## config.mk

```make
export PLATFORM = sky130hd
export DESIGN_NAME = cfx_flag_exec
export DESIGN_NICKNAME = d
export VERILOG_FILES = /design/src/verilog/cfx_pkg.sv /design/src/verilog/cfx_flag_exec.sv /design/src/verilog/cfx_ret_stack.sv
export SDC_FILE = /design/constraint.sdc
export NUM_CORES = 1
export LEC_CHECK = 0
export BUFFER_PORTS_ARGS = -buffer_cell sky130_fd_sc_hd__buf_2
export CORE_MARGIN = 3
export CORE_UTILIZATION = 30
export CTS_CLUSTER_SIZE = 25
export DETAILED_ROUTE_END_ITERATION = 16
export REMOVE_ABC_BUFFERS = 1
export SLEW_MARGIN = 5
export SYNTH_ARGS = -nofsm -noshare
export SYNTH_HDL_FRONTEND = slang
export SYNTH_SLANG_ARGS = --single-unit
```

## constraint.sdc

```tcl
create_clock -name MCLK -period 3.96 [get_ports MCLK]
set_input_delay 0.594 -clock MCLK [delete_from_list [all_inputs] [get_ports MCLK]]
set_output_delay 0.594 -clock MCLK [all_outputs]
set_load 0.1 [all_outputs]
```

## src/verilog/cfx_pkg.sv

```systemverilog
// How it works
// - Clear parameter flags where immediate bit is one
// - Set parameter flags where immediate bit is one
// - Parameter flag bits zero to two reserved
// - Clear event flags selected by immediate, one cycle
// - Load port enable flags from immediate
// - Load interrupt enable flags from immediate
// - Load hold release enable flags from immediate
// - Load stop wake-up enable flags from immediate
// - Port status read goes to accumulator, memory, zero
// - One instruction clears port status word
// - Divider zero clear resets low four bits only
// - Divider one clear only on second-divider variant
// - Load display mode select from immediate
// - Call pushes next address, loads eleven-bit target
package cfx_pkg;
  localparam int NIB_W = 4;
  localparam int PC_W = 11;
  localparam int STACK_DEPTH = 8;
  localparam int OP_W = 5;
  localparam int REG_AW = 2;
  localparam int REG_DW = 8;
  localparam logic [NIB_W-1:0] PARAM_LIVE_MASK = 4'h8;
  localparam logic [NIB_W-1:0] NIB_RESET = 4'h0;
  localparam logic [PC_W-1:0] PC_RESET = 11'h000;
  localparam logic [REG_AW-1:0] ADDR_IRQ_STATUS = 2'h0;
  localparam logic [REG_AW-1:0] ADDR_IRQ_MASK = 2'h1;
  localparam logic [REG_AW-1:0] ADDR_CORE_STATE = 2'h2;
  localparam logic [REG_AW-1:0] ADDR_FLAG_STATE = 2'h3;
  localparam int IRQ_HOLD = 0;
  localparam int IRQ_STOP = 1;
  localparam int IRQ_OVERFLOW = 2;
  localparam int IRQ_UNDERFLOW = 3;
  localparam logic [NIB_W-1:0] IRQ_RESET = 4'h0;

  typedef enum logic [OP_W-1:0] {
    OP_NOP = 5'h00,
    OP_CLR_PARAM = 5'h01,
    OP_SET_PARAM = 5'h02,
    OP_CLR_EVENT = 5'h03,
    OP_MOV_PORT_EN = 5'h04,
    OP_MOV_INT_EN = 5'h05,
    OP_MOV_HOLD_EN = 5'h06,
    OP_MOV_STOP_EN = 5'h07,
    OP_READ_PORT_STATUS = 5'h08,
    OP_CLR_PORT_STATUS = 5'h09,
    OP_SET_CARRY = 5'h0A,
    OP_CLR_CARRY = 5'h0B,
    OP_CLR_DIV_ZERO = 5'h0C,
    OP_CLR_DIV_ONE = 5'h0D,
    OP_CLR_WATCHDOG = 5'h0E,
    OP_SHIFT_RIGHT = 5'h0F,
    OP_ROTATE_RIGHT = 5'h10,
    OP_SHIFT_LEFT = 5'h11,
    OP_ROTATE_LEFT = 5'h12,
    OP_MOV_DISPLAY_MODE = 5'h13,
    OP_CALL = 5'h14,
    OP_RETURN = 5'h15,
    OP_HOLD = 5'h16,
    OP_STOP = 5'h17
  } cfx_op_t;
endpackage

```

## src/verilog/cfx_flag_exec.sv

```systemverilog
// Chosen here: the register offsets and the address-and-strobe port.
`timescale 1ns/10ps
module cfx_flag_exec
  import cfx_pkg::*;
#(
  parameter bit HAS_DIV_ONE = 1'b1
) (
  // Clock and reset
  input wire logic MCLK,
  input wire logic SRST,
  // Decoded instruction
  input wire logic EXEC_VALID,
  input wire cfx_op_t EXEC_OP,
  input wire logic [NIB_W-1:0] EXEC_IMM,
  input wire logic [NIB_W-1:0] EXEC_OPERAND,
  input wire logic [PC_W-1:0] EXEC_PC,
  input wire logic [PC_W-1:0] EXEC_TARGET,
  // Event sources
  input wire logic [NIB_W-1:0] EVENT_SET,
  input wire logic [NIB_W-1:0] PORT_CHANGE_PIN,
  // Flag state
  output logic [NIB_W-1:0] PARAMETER_FLAGS,
  output logic [NIB_W-1:0] EVENT_FLAGS,
  output logic [NIB_W-1:0] PORT_ENABLE_FLAGS,
  output logic [NIB_W-1:0] INTERRUPT_ENABLE_FLAGS,
  output logic [NIB_W-1:0] HOLD_RELEASE_ENABLE_FLAGS,
  output logic [NIB_W-1:0] STOP_WAKEUP_ENABLE_FLAGS,
  output logic [NIB_W-1:0] PORT_STATUS_WORD,
  output logic [NIB_W-1:0] DISPLAY_MODE_SELECT,
  output logic CARRY_BIT,
  output logic ZERO_BIT,
  output logic [NIB_W-1:0] ACCUMULATOR,
  // Memory write back
  output logic MEM_WR,
  output logic [NIB_W-1:0] MEM_WDATA,
  // Program counter and peripherals
  output logic PC_LOAD,
  output logic [PC_W-1:0] PC_VALUE,
  output logic DIV_ZERO_CLR,
  output logic DIV_ONE_CLR,
  output logic WATCHDOG_CLR,
  output logic HOLD_REQ,
  output logic STOP_REQ,
  // Register port
  input wire logic [REG_AW-1:0] REG_ADDR,
  input wire logic [REG_DW-1:0] REG_WDATA,
  input wire logic REG_WR,
  input wire logic REG_RD,
  output logic [REG_DW-1:0] REG_RDATA,
  output logic IRQ
);
  logic [NIB_W-1:0] pin_meta_r, pin_sync_r;
  logic [NIB_W-1:0] param_r, param_nxt, event_r, event_nxt;
  logic [NIB_W-1:0] port_en_r, port_en_nxt, int_en_r, int_en_nxt;
  logic [NIB_W-1:0] hold_en_r, hold_en_nxt, stop_en_r, stop_en_nxt;
  logic [NIB_W-1:0] pstat_r, pstat_nxt, disp_r, disp_nxt;
  logic [NIB_W-1:0] acc_r, acc_nxt, wdata_r, wdata_nxt;
  logic carry_r, carry_nxt, zero_r, zero_nxt, mem_wr_r, mem_wr_nxt;
  logic pc_load_r, pc_load_nxt;
  logic [PC_W-1:0] pc_val_r, pc_val_nxt;
  logic div0_r, div0_nxt, div1_r, div1_nxt, wdog_r, wdog_nxt;
  logic hold_r, hold_nxt, stop_r, stop_nxt;
  logic [NIB_W-1:0] irq_st_r, irq_st_nxt, irq_mask_r, irq_mask_nxt;
  logic [REG_DW-1:0] rdata_r, rdata_nxt;
  logic irq_r, irq_nxt;
  logic push, pop, stk_valid, stk_empty, stk_full;
  logic [PC_W-1:0] stk_data;
  logic [NIB_W-1:0] res, irq_ev;
  logic res_carry, res_write;
  cfx_ret_stack #(.W(PC_W), .DEPTH(STACK_DEPTH), .AW($clog2(STACK_DEPTH))) u_stack (
    .clk(MCLK),
    .srst(SRST),
    .push(push),
    .pop(pop),
    .wdata(PC_W'(EXEC_PC + 1'b1)),
    .rdata(stk_data),
    .rvalid(stk_valid),
    .empty(stk_empty),
    .full(stk_full)
  );
  // Pin synchroniser
  always_ff @(posedge MCLK) begin
    if (SRST) begin
      pin_meta_r <= NIB_RESET;
      pin_sync_r <= NIB_RESET;
    end else begin
      pin_meta_r <= PORT_CHANGE_PIN;
      pin_sync_r <= pin_meta_r;
    end
  end
  // Instruction execution
  always_comb begin
    param_nxt = param_r;
    event_nxt = event_r;
    port_en_nxt = port_en_r;
    int_en_nxt = int_en_r;
    hold_en_nxt = hold_en_r;
    stop_en_nxt = stop_en_r;
    pstat_nxt = pstat_r;
    disp_nxt = disp_r;
    acc_nxt = acc_r;
    carry_nxt = carry_r;
    zero_nxt = zero_r;
    res = EXEC_OPERAND;
    res_carry = carry_r;
    res_write = 1'b0;
    pc_load_nxt = stk_valid;
    pc_val_nxt = stk_valid ? stk_data : pc_val_r;
    div0_nxt = 1'b0;
    div1_nxt = 1'b0;
    wdog_nxt = 1'b0;
    hold_nxt = 1'b0;
    stop_nxt = 1'b0;
    push = 1'b0;
    pop = 1'b0;
    irq_ev = '0;
    if (EXEC_VALID) begin
      case (EXEC_OP)
        OP_CLR_PARAM: param_nxt = param_r & ~EXEC_IMM;
        OP_SET_PARAM: param_nxt = param_r | EXEC_IMM;
        OP_CLR_EVENT: event_nxt = event_r & ~EXEC_IMM;
        OP_MOV_PORT_EN: port_en_nxt = EXEC_IMM;
        OP_MOV_INT_EN: int_en_nxt = EXEC_IMM;
        OP_MOV_HOLD_EN: hold_en_nxt = EXEC_IMM;
        OP_MOV_STOP_EN: stop_en_nxt = EXEC_IMM;
        OP_READ_PORT_STATUS: begin
          res = pstat_r;
          res_write = 1'b1;
        end
        OP_CLR_PORT_STATUS: pstat_nxt = NIB_RESET;
        OP_SET_CARRY: carry_nxt = 1'b1;
        OP_CLR_CARRY: carry_nxt = 1'b0;
        OP_CLR_DIV_ZERO: div0_nxt = 1'b1;
        OP_CLR_DIV_ONE: div1_nxt = HAS_DIV_ONE;
        OP_CLR_WATCHDOG: wdog_nxt = 1'b1;
        OP_SHIFT_RIGHT, OP_ROTATE_RIGHT: begin
          res = {(EXEC_OP == OP_ROTATE_RIGHT) & carry_r, EXEC_OPERAND[3:1]};
          res_carry = EXEC_OPERAND[0];
          res_write = 1'b1;
        end
        OP_SHIFT_LEFT, OP_ROTATE_LEFT: begin
          res = {EXEC_OPERAND[2:0], (EXEC_OP == OP_ROTATE_LEFT) & carry_r};
          res_carry = EXEC_OPERAND[3];
          res_write = 1'b1;
        end
        OP_MOV_DISPLAY_MODE: disp_nxt = EXEC_IMM;
        OP_CALL: begin
          push = 1'b1;
          pc_load_nxt = 1'b1;
          pc_val_nxt = EXEC_TARGET;
          irq_ev[IRQ_OVERFLOW] = stk_full;
        end
        OP_RETURN: begin
          pop = 1'b1;
          irq_ev[IRQ_UNDERFLOW] = stk_empty;
        end
        OP_HOLD: begin
          hold_nxt = 1'b1;
          irq_ev[IRQ_HOLD] = 1'b1;
        end
        OP_STOP: begin
          stop_nxt = 1'b1;
          irq_ev[IRQ_STOP] = 1'b1;
        end
        default: ;
      endcase
    end
    param_nxt = param_nxt & PARAM_LIVE_MASK;
    event_nxt = event_nxt | EVENT_SET;
    pstat_nxt = pstat_nxt | pin_sync_r;
    if (res_write) begin
      acc_nxt = res;
      zero_nxt = (res == NIB_RESET);
      if (EXEC_OP != OP_READ_PORT_STATUS) begin
        carry_nxt = res_carry;
      end
    end
    mem_wr_nxt = res_write;
    wdata_nxt = res_write ? res : wdata_r;
  end
  // Register port and interrupt
  always_comb begin
    irq_st_nxt = irq_st_r;
    irq_mask_nxt = irq_mask_r;
    rdata_nxt = '0;
    if (REG_WR && REG_ADDR == ADDR_IRQ_STATUS) begin
      irq_st_nxt = irq_st_r & ~REG_WDATA[NIB_W-1:0];
    end
    if (REG_WR && REG_ADDR == ADDR_IRQ_MASK) begin
      irq_mask_nxt = REG_WDATA[NIB_W-1:0];
    end
    irq_st_nxt = irq_st_nxt | irq_ev;
    if (REG_RD) begin
      case (REG_ADDR)
        ADDR_IRQ_STATUS: rdata_nxt = {4'h0, irq_st_r};
        ADDR_IRQ_MASK: rdata_nxt = {4'h0, irq_mask_r};
        ADDR_CORE_STATE: rdata_nxt = {2'h0, zero_r, carry_r, acc_r};
        ADDR_FLAG_STATE: rdata_nxt = {pstat_r, event_r};
        default: rdata_nxt = '0;
      endcase
    end
    irq_nxt = |(irq_st_nxt & irq_mask_nxt);
  end
  always_ff @(posedge MCLK) begin
    if (SRST) begin
      param_r <= NIB_RESET;
      event_r <= NIB_RESET;
      port_en_r <= NIB_RESET;
      int_en_r <= NIB_RESET;
      hold_en_r <= NIB_RESET;
      stop_en_r <= NIB_RESET;
      pstat_r <= NIB_RESET;
      disp_r <= NIB_RESET;
      acc_r <= NIB_RESET;
      wdata_r <= NIB_RESET;
      carry_r <= 1'b0;
      zero_r <= 1'b0;
      mem_wr_r <= 1'b0;
      pc_load_r <= 1'b0;
      pc_val_r <= PC_RESET;
      div0_r <= 1'b0;
      div1_r <= 1'b0;
      wdog_r <= 1'b0;
      hold_r <= 1'b0;
      stop_r <= 1'b0;
      irq_st_r <= IRQ_RESET;
      irq_mask_r <= IRQ_RESET;
      rdata_r <= '0;
      irq_r <= 1'b0;
    end else begin
      param_r <= param_nxt;
      event_r <= event_nxt;
      port_en_r <= port_en_nxt;
      int_en_r <= int_en_nxt;
      hold_en_r <= hold_en_nxt;
      stop_en_r <= stop_en_nxt;
      pstat_r <= pstat_nxt;
      disp_r <= disp_nxt;
      acc_r <= acc_nxt;
      wdata_r <= wdata_nxt;
      carry_r <= carry_nxt;
      zero_r <= zero_nxt;
      mem_wr_r <= mem_wr_nxt;
      pc_load_r <= pc_load_nxt;
      pc_val_r <= pc_val_nxt;
      div0_r <= div0_nxt;
      div1_r <= div1_nxt;
      wdog_r <= wdog_nxt;
      hold_r <= hold_nxt;
      stop_r <= stop_nxt;
      irq_st_r <= irq_st_nxt;
      irq_mask_r <= irq_mask_nxt;
      rdata_r <= rdata_nxt;
      irq_r <= irq_nxt;
    end
  end
  assign PARAMETER_FLAGS = param_r;
  assign EVENT_FLAGS = event_r;
  assign PORT_ENABLE_FLAGS = port_en_r;
  assign INTERRUPT_ENABLE_FLAGS = int_en_r;
  assign HOLD_RELEASE_ENABLE_FLAGS = hold_en_r;
  assign STOP_WAKEUP_ENABLE_FLAGS = stop_en_r;
  assign PORT_STATUS_WORD = pstat_r;
  assign DISPLAY_MODE_SELECT = disp_r;
  assign CARRY_BIT = carry_r;
  assign ZERO_BIT = zero_r;
  assign ACCUMULATOR = acc_r;
  assign MEM_WR = mem_wr_r;
  assign MEM_WDATA = wdata_r;
  assign PC_LOAD = pc_load_r;
  assign PC_VALUE = pc_val_r;
  assign DIV_ZERO_CLR = div0_r;
  assign DIV_ONE_CLR = div1_r;
  assign WATCHDOG_CLR = wdog_r;
  assign HOLD_REQ = hold_r;
  assign STOP_REQ = stop_r;
  assign REG_RDATA = rdata_r;
  assign IRQ = irq_r;
endmodule

```

## src/verilog/cfx_ret_stack.sv

```systemverilog
`timescale 1ns/10ps
module cfx_ret_stack #(
  parameter int W = 11,
  parameter int DEPTH = 8,
  parameter int AW = 3
) (
  // Clock and reset
  input wire logic clk,
  input wire logic srst,
  // Requests
  input wire logic push,
  input wire logic pop,
  input wire logic [W-1:0] wdata,
  // Results
  output logic [W-1:0] rdata,
  output logic rvalid,
  output logic empty,
  output logic full
);
  logic [W-1:0] mem [DEPTH];
  logic [AW:0] count_r, count_nxt;
  logic [W-1:0] rdata_r, rdata_nxt;
  logic rvalid_r, rvalid_nxt;
  logic do_push, do_pop;

  always_comb begin
    do_push = push && (count_r != DEPTH[AW:0]);
    do_pop = pop && (count_r != '0);
    count_nxt = count_r;
    rdata_nxt = rdata_r;
    rvalid_nxt = 1'b0;
    if (do_push) begin
      count_nxt = count_r + 1'b1;
    end else if (do_pop) begin
      count_nxt = count_r - 1'b1;
      rdata_nxt = mem[count_nxt[AW-1:0]];
      rvalid_nxt = 1'b1;
    end
  end

  always_ff @(posedge clk) begin
    if (srst) begin
      count_r <= '0;
      rdata_r <= '0;
      rvalid_r <= 1'b0;
    end else begin
      count_r <= count_nxt;
      rdata_r <= rdata_nxt;
      rvalid_r <= rvalid_nxt;
    end
  end

  always_ff @(posedge clk) begin
    if (do_push) begin
      mem[count_r[AW-1:0]] <= wdata;
    end
  end

  assign rdata = rdata_r;
  assign rvalid = rvalid_r;
  assign empty = (count_r == '0);
  assign full = (count_r == DEPTH[AW:0]);
endmodule
```

After elaboration in Yosys (flattened, before gate mapping)

Memory sizes are Yosys's and may differ from the RTL's. A register that Yosys moved wholly into a read port is not among the register bits.
Cells that the tools add are included.

Bits in read-only memories: 0
Bits in writable memories: 88
Output and inout bits: 69
Word-level logic and storage cells: 143
Memories: 1
Register bits after elaboration: 86
Bits in latches: 0

Memory list:

| memory      | words | width | read ports | clocked after Yosys merged registers in | write ports | line                | text |
|---|---|---|---|---|---|---|---|
| u_stack.mem | 8     | 11    | 1          | 1                                       | 1           | cfx_ret_stack.sv:20 | `logic [W-1:0] mem [DEPTH];` |

Add/sub/neg operators: 3
Eq/ne operators: 31
Reductions and logical operators: 25
Div/mod/pow operators: 0
Bitwise operators: 15
$lt $le $gt $ge: 0
$mul: 0
Multiplexer cells: 40
Shift-type cells: 0

Operators with widths:

| kind                                                                     | number |
|---|---|
| 5-bit by 4-bit == test with 1-bit output (second input constant)         | 8 |
| 5-bit == test (second input constant)                                    | 8 |
| 4-bit 2-to-1 mux                                                         | 10 |
| 11-bit 2-to-1 mux                                                        | 3 |
| 8-bit one-hot mux with 4 select lines                                    | 1 |
| 1-bit 2-to-1 mux                                                         | 22 |
| 5-bit by 3-bit == test with 1-bit output (second input constant)         | 4 |
| 4-bit bitwise AND                                                        | 4 |
| 4-bit bitwise OR                                                         | 4 |
| 2-bit AND reduction                                                      | 8 |
| 4-bit one-hot mux with 3 select lines                                    | 1 |
| 11-bit by 1-bit adder with 11-bit output (second input constant)         | 1 |
| 5-bit by 2-bit == test with 1-bit output (second input constant)         | 2 |
| 2-bit OR reduction                                                       | 5 |
| 4-bit zero test                                                          | 2 |
| 4-bit NOT                                                                | 2 |
| 4-bit one-hot mux with 2 select lines                                    | 1 |
| 5-bit by 1-bit == test with 1-bit output (second input constant)         | 1 |
| 5-bit by 4-bit inequality test with 1-bit output (second input constant) | 1 |
| 5-bit OR reduction                                                       | 1 |
| 4-bit by 1-bit adder with 4-bit output (second input constant)           | 1 |
| 2-bit == test (second input constant)                                    | 2 |
| 4-bit == test (second input constant)                                    | 1 |
| 1-bit logical AND                                                        | 4 |
| other kinds (12)                                                         | 17 |

Logic depth before layout (Yosys ltp)

Gate-level depths: netlist (run 1).

Word-level depth: 6
Gate-level depth with buffers: 9
Depth with buffers taken out: 7

Hierarchy

From an unflattened synthesis (run 1), not the netlist that was laid out.

Cell total of the unflattened synthesis: 620
Area total of the unflattened synthesis: 7587.3 um^2

By module, submodules not included:

| module        | area each (um^2) | cells an instance | times used |
|---|---|---|---|
| cfx_ret_stack | 4155.2           | 255               | 1 |
| cfx_flag_exec | 3432.0           | 365               | 1 |

Worst setup path before layout (run 1)

Ideal clock, no wire load.

Kind: flip-flop to flip-flop
Start: register u_stack.count_r[0]
End: memory u_stack.mem[0][0], enable pin
Data arrival time: 2522 ps
Setup slack: 1030 ps
Stages on the path, launching flop included: 8
Setup time: 408 ps
Data required time: 3552 ps
Buffers on the path: 2
Cells stage by stage: dfxtp_1 buf_4 buf_2 inv_1 ha_1 nand3b_1 nand3_1 nor4_1

Word-level cells in the longest chain between the ends: 4

RTL lines:

| element                                | line                | text |
|---|---|---|
| start, declared                        | cfx_ret_stack.sv:21 | `logic [AW:0] count_r, count_nxt;` |
| start signal, assigned                 | cfx_ret_stack.sv:47 | `count_r <= count_nxt;` |
| 4-bit inequality test                  | cfx_ret_stack.sv:27 | `do_push = push && (count_r != DEPTH[AW:0]);` |
| 1-bit logical AND                      | cfx_ret_stack.sv:27 |  |
| 1-bit 2-to-1 mux                       | cfx_ret_stack.sv:54 | `if (do_push) begin` |
| 1-bit 2-to-1 mux (not written as such) | cfx_ret_stack.sv:55 | `mem[count_r[AW-1:0]] <= wdata;` |
| end, declared                          | cfx_ret_stack.sv:20 |  |

Parallel ways exist; a longest one is shown, timed or not.

Final worst setup path (run 1)

Start: register u_stack.count_r[1]
End: register u_stack.rdata_r[5], in the netlist u_stack.rdata[5] (read register of u_stack.mem)

Word-level cells in the longest chain between the ends: 4

RTL lines:

| element                                                                                             | line                | text |
|---|---|---|
| parallel branches: the longest is 4 deep, another holds 4-bit by 1-bit subtractor with 4-bit output | --                  |  |
| end, declared                                                                                       | cfx_ret_stack.sv:22 | `logic [W-1:0] rdata_r, rdata_nxt;` |

Several ways; the timed one is not identified.
A chain may end at the register's enable or synchronous reset.

==> impl_metrics.json, run 1 <==
{
  "cts-resized-gates": 0,
  "tns_ns": 0,
  "clk_pin_slew_ns": 0.07,
  "crit_path_max_fanout": 15,
  "vdd_drop_max_mv": 0.270,
  "ant_nets": 0,
  "final_nets": 759,
  "drive_gt1_share_pct": 28.7,
  "synth_cell_type_count": 52,
  "syn-cell-area_um2": 7420,
  "ys_ff_latch": 182,
  "gp_congestion": 0.812,
  "hp-class": "in -> reg",
  "crit_path_end": "u_stack.rdata[5]",
  "hold_buffers": 0,
  "p_total_w": 0.00400,
  "fillCellCount": 2300,
  "r2r_setup_slack_ns": 1.59,
  "numCtsBuffers": 17,
  "dr.pass1.iters": 5,
  "final_area_um2": 8870,
  "required_ns": 4.26,
  "die_x_um": 163,
  "antenna_found_initial": 0,
  "avgViaCountPerCell": 4.73,
  "grt_max_degree": 36,
  "netlist.area_leader.share_pct": 35.6,
  "vias": 4867,
  "yosys.area.top_type": "edfxtp_1",
  "hpwl_mm": 12.0,
  "period_minus_slack_ns": 2.37,
  "startpoint": "u_stack.count_r[1]",
  "clk_latency_ns": 0.43,
  "clk_path_buf_depth": 2,
  "io_pins": 127,
  "hold_depth": 2,
  "drc": 0,
  "die_h_um": 163,
  "core_area_um2": 23900,
  "async_flop_share_pct": 0,
  "htree_levels": 4,
  "worstSetupEndpointType": "register",
  "cts_tree": "built",
  "synth_area_leaders": "edfxtp_1, dfxtp_1, mux4_2, mux2i_1, nor2_1",
  "grtUsageTotal_pct": 13.0,
  "fmax_mhz": 421,
  "min_period_over_period_pct": 60.0,
  "ys_warn_count": 0,
  "grt_pass1_wl_mm": 26.4,
  "grt_pass1_vias": 4697,
  "grt_overflow": 0,
  "syn_to_final_growth_pct": 19.5,
  "clkSinkCount": 182,
  "max_stage_delay_ns": 0.73,
  "start_util_pct": 31.1,
  "maxCapViolCount": 0,
  "fin_util_pct": 37.1,
  "crit-reg2reg-launch": "u_stack.count_r[1]",
  "synthFlopType": "dfxtp_1",
  "reg2reg_depth": 6,
  "crit_path_start_kind": "register",
  "detail_route.wl_per_cell_um": 16.8,
  "worstMarginPinSlew_ns": 0.885,
  "finalHoldViolations": 0,
  "arrival_ns": 2.68,
  "rsz0062_at_grt": "false",
  "r2r-end": "u_stack.rdata[5]",
  "ys_seq_area_share_pct": 61.0,
  "drt_iter0_drc": 313,
  "synthesis.instances": 582,
  "fin_ws_ns": 1.59,
  "slew_violations": 0,
  "routed_wl_mm": 17.3,
  "slew_headroom_pct": 40.8,
  "synth_area_per_cell_um2": 12.8,
  "power_leakage_nw": 3.29,
  "fin_skew_ns": 0.00922,
  "fp.dieArea_um2": 26700,
  "path_cells": "inv_1 > ha_1 > buf_4 > mux4_2 > mux2i_1 > a211oi_1",
  "setup_violations": 0,
  "dp_slack_ns": 1.35,
  "portBuffers": 119,
  "crit_type": "reg -> reg",
  "rows": 56,
  "cts-root-buf": "clkbuf_16",
  "synth_edf_count": 88,
  "postCtsSetupRepairBufs": 0,
  "dpl_cell_area_um2": 8320,
  "outcome": "completed",
  "power_density_nw_per_um2": 451,
  "cp_slowest_cell": "ha_1"
}
## worst min path at each step
| stage | to | from | slack (ns) |
|---|---|---|---|
| after floorplan | PORT_STATUS_WORD[0] | pin_sync_r[0] | 0.41 |
| after global placement | PORT_STATUS_WORD[0] | pin_sync_r[0] | 0.42 |
| after detailed placement | pin_sync_r[2] | pin_meta_r[2] | 0.42 |
| final | pin_meta_r[0] | PORT_CHANGE_PIN[0] | 0.38 |
| after CTS | pin_meta_r[0] | PORT_CHANGE_PIN[0] | 0.37 |
| after global routing | EVENT_FLAGS[0] | EVENT_SET[0] | 0.39 |
## where the power goes
part	switching, W	internal (W)	leakage [nW]
Combinational	0.000295	0.000127	1.48
Clock	0.000749	0.000814	0.257
Sequential	0.0000187	0.00200	1.55
## worst max-delay path, delay by kind of cell (launching register included)
family | cells | cell delay [ns]
compound gates | 1 | 0.08
fa+ha+maj | 1 | 0.73
buf+inv | 2 | 0.45
flops | 1 | 0.49
mux | 2 | 0.49
## flip-flops by register name (all words and copies together), names as in the netlist, 8 cells and up
signal	flops
PC_VALUE	11
u_stack.mem	88
u_stack.rdata	11
REG_RDATA	8
## through the flow
stage | hold slack (ns) | std cells
global placement | 0.421 | 997
CTS | 0.369 | 1029
finish | 0.379 | 1030
detailed placement | 0.420 | 997
global route | 0.388 | 1029
floorplan | 0.413 | 544
## cell families after synthesis
kind of cell / synth area share, %
multiplexers: 13.6
AND/OR/NAND/NOR: 12.2
buffers and inverters: 3.44
adder cells (fa/ha/maj): 0.674
other: 0.0505
XOR/XNOR: 1.53
AO/OA/AOI/OAI: 7.59
flip-flops: 61.0
## cell type report
cell class | instances | area (um2) | area share [%]
Multi-Input combinational cell | 352 | 2660 | 29.9
Tap cell | 319 | 399 | 4.50
Antenna cell | 1 | 2.50 | 0.0282
Inverter | 10 | 37.5 | 0.423
Clock inverter | 15 | 116 | 1.31
Sequential cell | 182 | 4520 | 51.0
Clock buffer | 17 | 425 | 4.80
Timing Repair Buffer | 134 | 708 | 7.99
## synth_stat cells (4+ instances only)
| master | instances |
|---|---|
| xor2_1 | 6 |
| buf_2 | 9 |
| inv_1 | 10 |
| a311oi_2 | 4 |
| clkbuf_1 | 19 |
| xnor2_1 | 7 |
| nand2b_1 | 6 |
| mux4_2 | 26 |
| a21oi_1 | 26 |
| buf_4 | 9 |
| dfxtp_1 | 94 |
| nor2_1 | 75 |
| mux2i_1 | 42 |
| ha_1 | 4 |
| nand3_1 | 21 |
| edfxtp_1 | 88 |
| nor3_1 | 12 |
| nor2b_1 | 16 |
| a211oi_1 | 22 |
| nand2_1 | 35 |
## layer usage
metal,up-vias,GRT usage (%),part of all wire (%)
met3,19,1.95,3.0
met1,2380,17.9,46
met5,-,0,0
met2,100,20.7,49
li1,2368,-,-
met4,0,5.11,2.0
## cells in the final DEF (no fill, tap or decap), types with 7 or more instances in the layout
cell type	Yosys	layout
a211oi_1	22	22
a21oi_1	26	26
buf_2	9	119
buf_4	9	15
clkbuf_16	0	17
dfxtp_1	94	94
edfxtp_1	88	88
inv_1	10	10
mux2i_1	42	42
mux4_2	26	26
nand2_1	35	35
nand3_1	21	21
nor2_1	75	75
nor2b_1	16	16
nor3_1	12	12
xnor2_1	7	7
Power figures use the tool's default switching activity.
==> run 2: changes to the inputs <==
==> constraint.sdc (replaced) <==
create_clock -name MCLK -period 2.5 [get_ports MCLK]
set_input_delay 0.375 -clock MCLK [delete_from_list [all_inputs] [get_ports MCLK]]
set_output_delay 0.375 -clock MCLK [all_outputs]
set_load 0.1 [all_outputs]
==> run 2 against run 1 <==
Sequential power rose by 58%. Global-route usage grew 0.11 points. Clock skew shrank 0.00056 ns. Register-to-register slack got worse by 1.1 ns. Worst setup slack worse by 1.1 ns. Clock-buffer cell count is 1 higher. Cell count grew 1.3%. Critical endpoint is now u_stack.rdata[10].
==> impl_metrics.json, run 2 (synthesis gave the netlist of run 1 again) <==
{
  "fp.dieArea_um2": 26700,
  "grt_pass1_vias": 4699,
  "crit_path_start_kind": "register",
  "routed_wl_mm": 17.5,
  "dp_slack_ns": 0.379,
  "dp.cells": 1010,
  "power_density_nw_per_um2": 715,
  "vias": 4885,
  "period_minus_slack_ns": 2.05,
  "slew_headroom_pct": 47.6,
  "vdd_drop_max_mv": 0.418,
  "hpwl_mm": 12.2,
  "finalHoldViolations": 0,
  "maxCapViolCount": 0,
  "start_util_pct": 31.1,
  "min_period_over_period_pct": 82.0,
  "fin_ws_ns": 0.449,
  "drive_gt1_share_pct": 30.2,
  "hold_buffers": 0,
  "drc": 0,
  "setup_violations": 0,
  "crit_type": "reg -> reg",
  "final_nets": 772,
  "fillCellCount": 2313,
  "io_pins": 127,
  "wl_met1_mm": 7.81,
  "wl_met3_um": 815,
  "grt_max_degree": 48,
  "clk_pin_slew_ns": 0.07,
  "required_ns": 2.81,
  "slew_violations": 0,
  "top_layer": "met4",
  "cts_tree": "built",
  "outcome": "completed",
  "portBuffers": 119,
  "met2_length_mm": 8.61,
  "power_leakage_nw": 3.38,
  "largest_register_ffs": 88,
  "core_area_um2": 23900,
  "multi_input_area_um2": 2660,
  "worstSetupEndpointType": "register",
  "fin_skew_ns": 0.00866,
  "final_cell_mix": "buf_2, dfxtp_1, edfxtp_1, nor2_1, mux2i_1",
  "worstMarginPinSlew_ns": 0.785,
  "clk_latency_ns": 0.43,
  "dpl_cell_area_um2": 8430,
  "ant_nets": 0,
  "crit_path_max_fanout": 25,
  "postCtsSetupRepairBufs": 0,
  "arrival_ns": 2.36,
  "layout_commonest_cell": "buf_2",
  "p_total_w": 0.00643,
  "grtUsageTotal_pct": 13.1,
  "gp_congestion": 0.779,
  "avgViaCountPerCell": 4.68,
  "die_h_um": 163,
  "syn_to_final_growth_pct": 21.3,
  "rows": 56,
  "max_stage_delay_ns": 0.48,
  "rsz0062_at_grt": "false",
  "fin_util_pct": 37.7,
  "dr.pass1.iters": 4,
  "die_x_um": 163,
  "antenna_found_initial": 1,
  "clk_path_buf_depth": 2,
  "seqCellArea_um2": 4520,
  "final_area_um2": 9000,
  "clkSinkCount": 182,
  "cp_slowest_cell": "dfxtp_1",
  "detail_route.wl_per_cell_um": 16.8,
  "numCtsBuffers": 17,
  "grt_pass1_wl_mm": 26.6,
  "htree_levels": 4,
  "grt_overflow": 0,
  "path_cells": "inv_1 > ha_1 > buf_12 > mux4_2 > mux2i_1 > a211oi_1",
  "stdcell_count": 1043,
  "hp-class": "in -> reg",
  "fmax_mhz": 488,
  "drt_iter0_drc": 380,
  "cts-resized-gates": 0,
  "cts-root-buf": "clkbuf_16"
}
[run 2: cell types whose count changed in the layout (fill, tap and decap cells not counted), moves of 2 or more]
cell	change
buf_4	+12
clkinvlp_4	-3
inv_6	-3
clkinv_4	+2
inv_4	+2
[run 2: layout make-up]
class / count / share of cell area (%)
Sequential cell: 182 / 50.3
Multi-Input combinational cell: 352 / 29.5
Timing Repair Buffer: 147 / 9.09
Clock buffer: 18 / 5.00
Tap cell: 319 / 4.43
Clock inverter: 14 / 1.28
Inverter: 10 / 0.417
Antenna cell: 1 / 0.0278
[run 2: metrics by stage]
step	TNS (ns)	hold slack (ns)
2_1_floorplan	-46.87	0.413
3_3_place_gp	0	0.421
3_5_place_dp	0	0.425
4_1_cts	0	0.141
5_1_grt	0	0.150
6_report	0	0.154
[run 2: metal layers]
layer	GRT usage (%)	vias to the layer above
li1	-	2408
met2	21.2	106
met5	0	-
met3	2.94	22
met1	17.5	2349
met4	4.31	0
[run 2: worst paths after layout]
path / from / to / slack [ns] / depth (start not counted)
min: PORT_CHANGE_PIN[0] / pin_meta_r[0] / 0.15 / 2
min reg2reg: pin_meta_r[2] / pin_sync_r[2] / 0.44 / 1
max: u_stack.count_r[1] / u_stack.rdata[10] / 0.45 / 6
max reg2reg: u_stack.count_r[1] / u_stack.rdata[10] / 0.45 / 6
[run 2: critical path, delay by kind of cell (launching register included)]
kind / cells / cell delay (ns)
AO/OA/AOI/OAI: 1 / 0.13
buffers and inverters: 2 / 0.33
multiplexers: 2 / 0.65
adder cells (fa/ha/maj): 1 / 0.34
flip-flops: 1 / 0.48
[run 2: report_power, final]
part / internal [W] / switching [W] / leakage (nW) / total, W
combinational: 0.000216 / 0.000472 / 1.55 / 0.000688
clock: 0.00135 / 0.00120 / 0.282 / 0.00255
sequential: 0.00316 / 0.0000293 / 1.55 / 0.00319
total: 0.00473 / 0.00170 / 3.38 / 0.00643
==> run 3: changes to the inputs <==
==> constraint.sdc (replaced) <==
create_clock -name MCLK -period 1.94 [get_ports MCLK]
set_input_delay 0.291 -clock MCLK [delete_from_list [all_inputs] [get_ports MCLK]]
set_output_delay 0.291 -clock MCLK [all_outputs]
set_load 0.1 [all_outputs]
==> run 3 against run 2 <==
First-iteration DRC count fell by 9.2%. Clock-buffer cell count grew 3. Utilization up 1.2 points. Global-route usage barely moved. Worst setup slack worse by 0.37 ns. Maximum frequency increased by 10%. Hold slack worse by 0.073 ns. Clock power increased by 25%. Cell count grew 2.8%. Critical path type unchanged. Critical endpoint is now u_stack.rdata[8]. Largest cell class unchanged. Highest routed layer unchanged.
==> impl_metrics.json, run 3 (synthesis gave the netlist of run 1 again) <==
{
  "outcome": "completed",
  "crit_buf_inv": 2,
  "avgViaCountPerCell": 4.61,
  "period_minus_slack_ns": 1.86,
  "maxCapViolCount": 0,
  "max_stage_delay_ns": 0.39,
  "p_total_w": 0.00826,
  "gp_congestion": 0.817,
  "grtUsageTotal_pct": 13.1,
  "fin_skew_ns": 0.0108,
  "io_pins": 127,
  "worstMarginPinSlew_ns": 0.629,
  "crit_type": "reg -> reg",
  "fp.dieArea_um2": 26700,
  "numCtsBuffers": 17,
  "die_h_um": 163,
  "power_density_nw_per_um2": 890,
  "required_ns": 2.24,
  "crit_family": "multiplexers",
  "detail_route.wl_per_cell_um": 16.6,
  "htree_levels": 4,
  "clkSinkCount": 182,
  "grt_overflow": 0,
  "rows": 56,
  "start_util_pct": 31.1,
  "grt_max_degree": 85,
  "grt_pass1_vias": 4763,
  "cts_tree": "built",
  "grt_pass1_wl_mm": 26.6,
  "cp_slowest_cell": "dfxtp_1",
  "final_nets": 800,
  "slew_violations": 0,
  "slew_headroom_pct": 57.8,
  "path_cells": "inv_1 > ha_1 > buf_12 > mux4_2 > mux2i_2 > a211oi_1",
  "crit_path_max_fanout": 25,
  "worstSetupEndpointType": "register",
  "clk_path_buf_depth": 2,
  "power_leakage_nw": 3.52,
  "min_period_over_period_pct": 95.8,
  "finalHoldViolations": 0,
  "cts-root-buf": "clkbuf_16",
  "hp-class": "in -> reg",
  "portBuffers": 119,
  "syn_to_final_growth_pct": 25.1,
  "ant_nets": 0,
  "largest_register_ffs": 88,
  "vias": 4944,
  "crit_path_start_kind": "register",
  "clk_latency_ns": 0.43,
  "hold_slack_ns": 0.0805,
  "hold_buffers": 0,
  "core_area_um2": 23900,
  "clk_pin_slew_ns": 0.07,
  "layout_commonest_cell": "buf_2",
  "drt_iter0_drc": 345,
  "dr.pass1.iters": 5,
  "setup_violations": 0,
  "fmax_mhz": 538,
  "routed_wl_mm": 17.8,
  "drc": 0,
  "final_cell_mix": "buf_2, dfxtp_1, edfxtp_1, nor2_1, buf_4",
  "die_x_um": 163,
  "antenna_found_initial": 2,
  "hpwl_mm": 12.5,
  "arrival_ns": 2.16,
  "vdd_drop_max_mv": 0.598,
  "drive_gt1_share_pct": 32.6
}
run 3: cell types whose count changed in the layout (fill, tap and decap cells not counted), moves of 2 or more:
cell      previous run  this run
nor3_4               0         2
buf_12               1         5
nor3_1              12        10
clkbuf_1             0         4
buf_4               27        49
clkinv_1             0         2
inv_4                2         0
clkinv_4             3         0
run 3: worst paths after layout:
check | from | end | slack (ns) | cells past startpoint
setup / recovery | u_stack.count_r[0] | u_stack.rdata[8] | 0.08 | 6
hold / removal | EVENT_SET[3] | EVENT_FLAGS[3] | 0.08 | 3
setup reg to reg | u_stack.count_r[0] | u_stack.rdata[8] | 0.08 | 6
hold reg to reg | pin_sync_r[2] | PORT_STATUS_WORD[2] | 0.43 | 2
run 3: layout make-up:
| cell class | instances | area, um2 |
|---|---|---|
| Fill cell | 2259 | 14600 |
| Sequential cell | 182 | 4520 |
| Multi-Input combinational cell | 352 | 2700 |
| Timing Repair Buffer | 175 | 1080 |
| Clock buffer | 21 | 440 |
| Tap cell | 319 | 399 |
| Clock inverter | 11 | 100 |
| Inverter | 10 | 37.5 |
| Antenna cell | 2 | 5.00 |
run 3: per-layer routing:
metal  wire length [um]  up-vias  GRT usage, %
li1                   -     2452             -
met1               8110     2362          17.5
met2               8700      109          21.2
met3                687       21          2.36
met4                271        0          4.88
met5                  0        -             0
run 3: per-stage QoR:
| stage | TNS, ns | util (%) | instances | worst slack, ns | area (um2) |
|---|---|---|---|---|---|
| final | 0 | 38.9 | 1072 | 0.0816 | 9280 |
| after global routing | -0.00291 | 38.9 | 1072 | -0.00291 | 9280 |
| after CTS | 0 | 38.6 | 1068 | 0.0557 | 9220 |
| after detailed placement | 0 | 36.3 | 1036 | 0.0146 | 8680 |
| after global placement | -0.0922 | 36.3 | 1036 | -0.0135 | 8680 |
| after floorplan | -94.43 | - | 544 | -1.65 | 7210 |
run 3: repair_timing:
action,CTS,global route
setup endpoints to repair,0,24
gates resized for setup,0,13
buffers inserted,0,0
run 3: power by group:
group	internal, W	switching [W]
Clock	0.00177	0.00143
Sequential	0.00408	0.0000314
Combinational	0.000327	0.000626
Total	0.00618	0.00209
run 3: worst register-to-register path: cells and delay by family (launching register included):
family,cells,cell delay (ns)
compound gates,1,0.10
fa+ha+maj,1,0.34
flops,1,0.39
mux,2,0.59
buf+inv,2,0.31
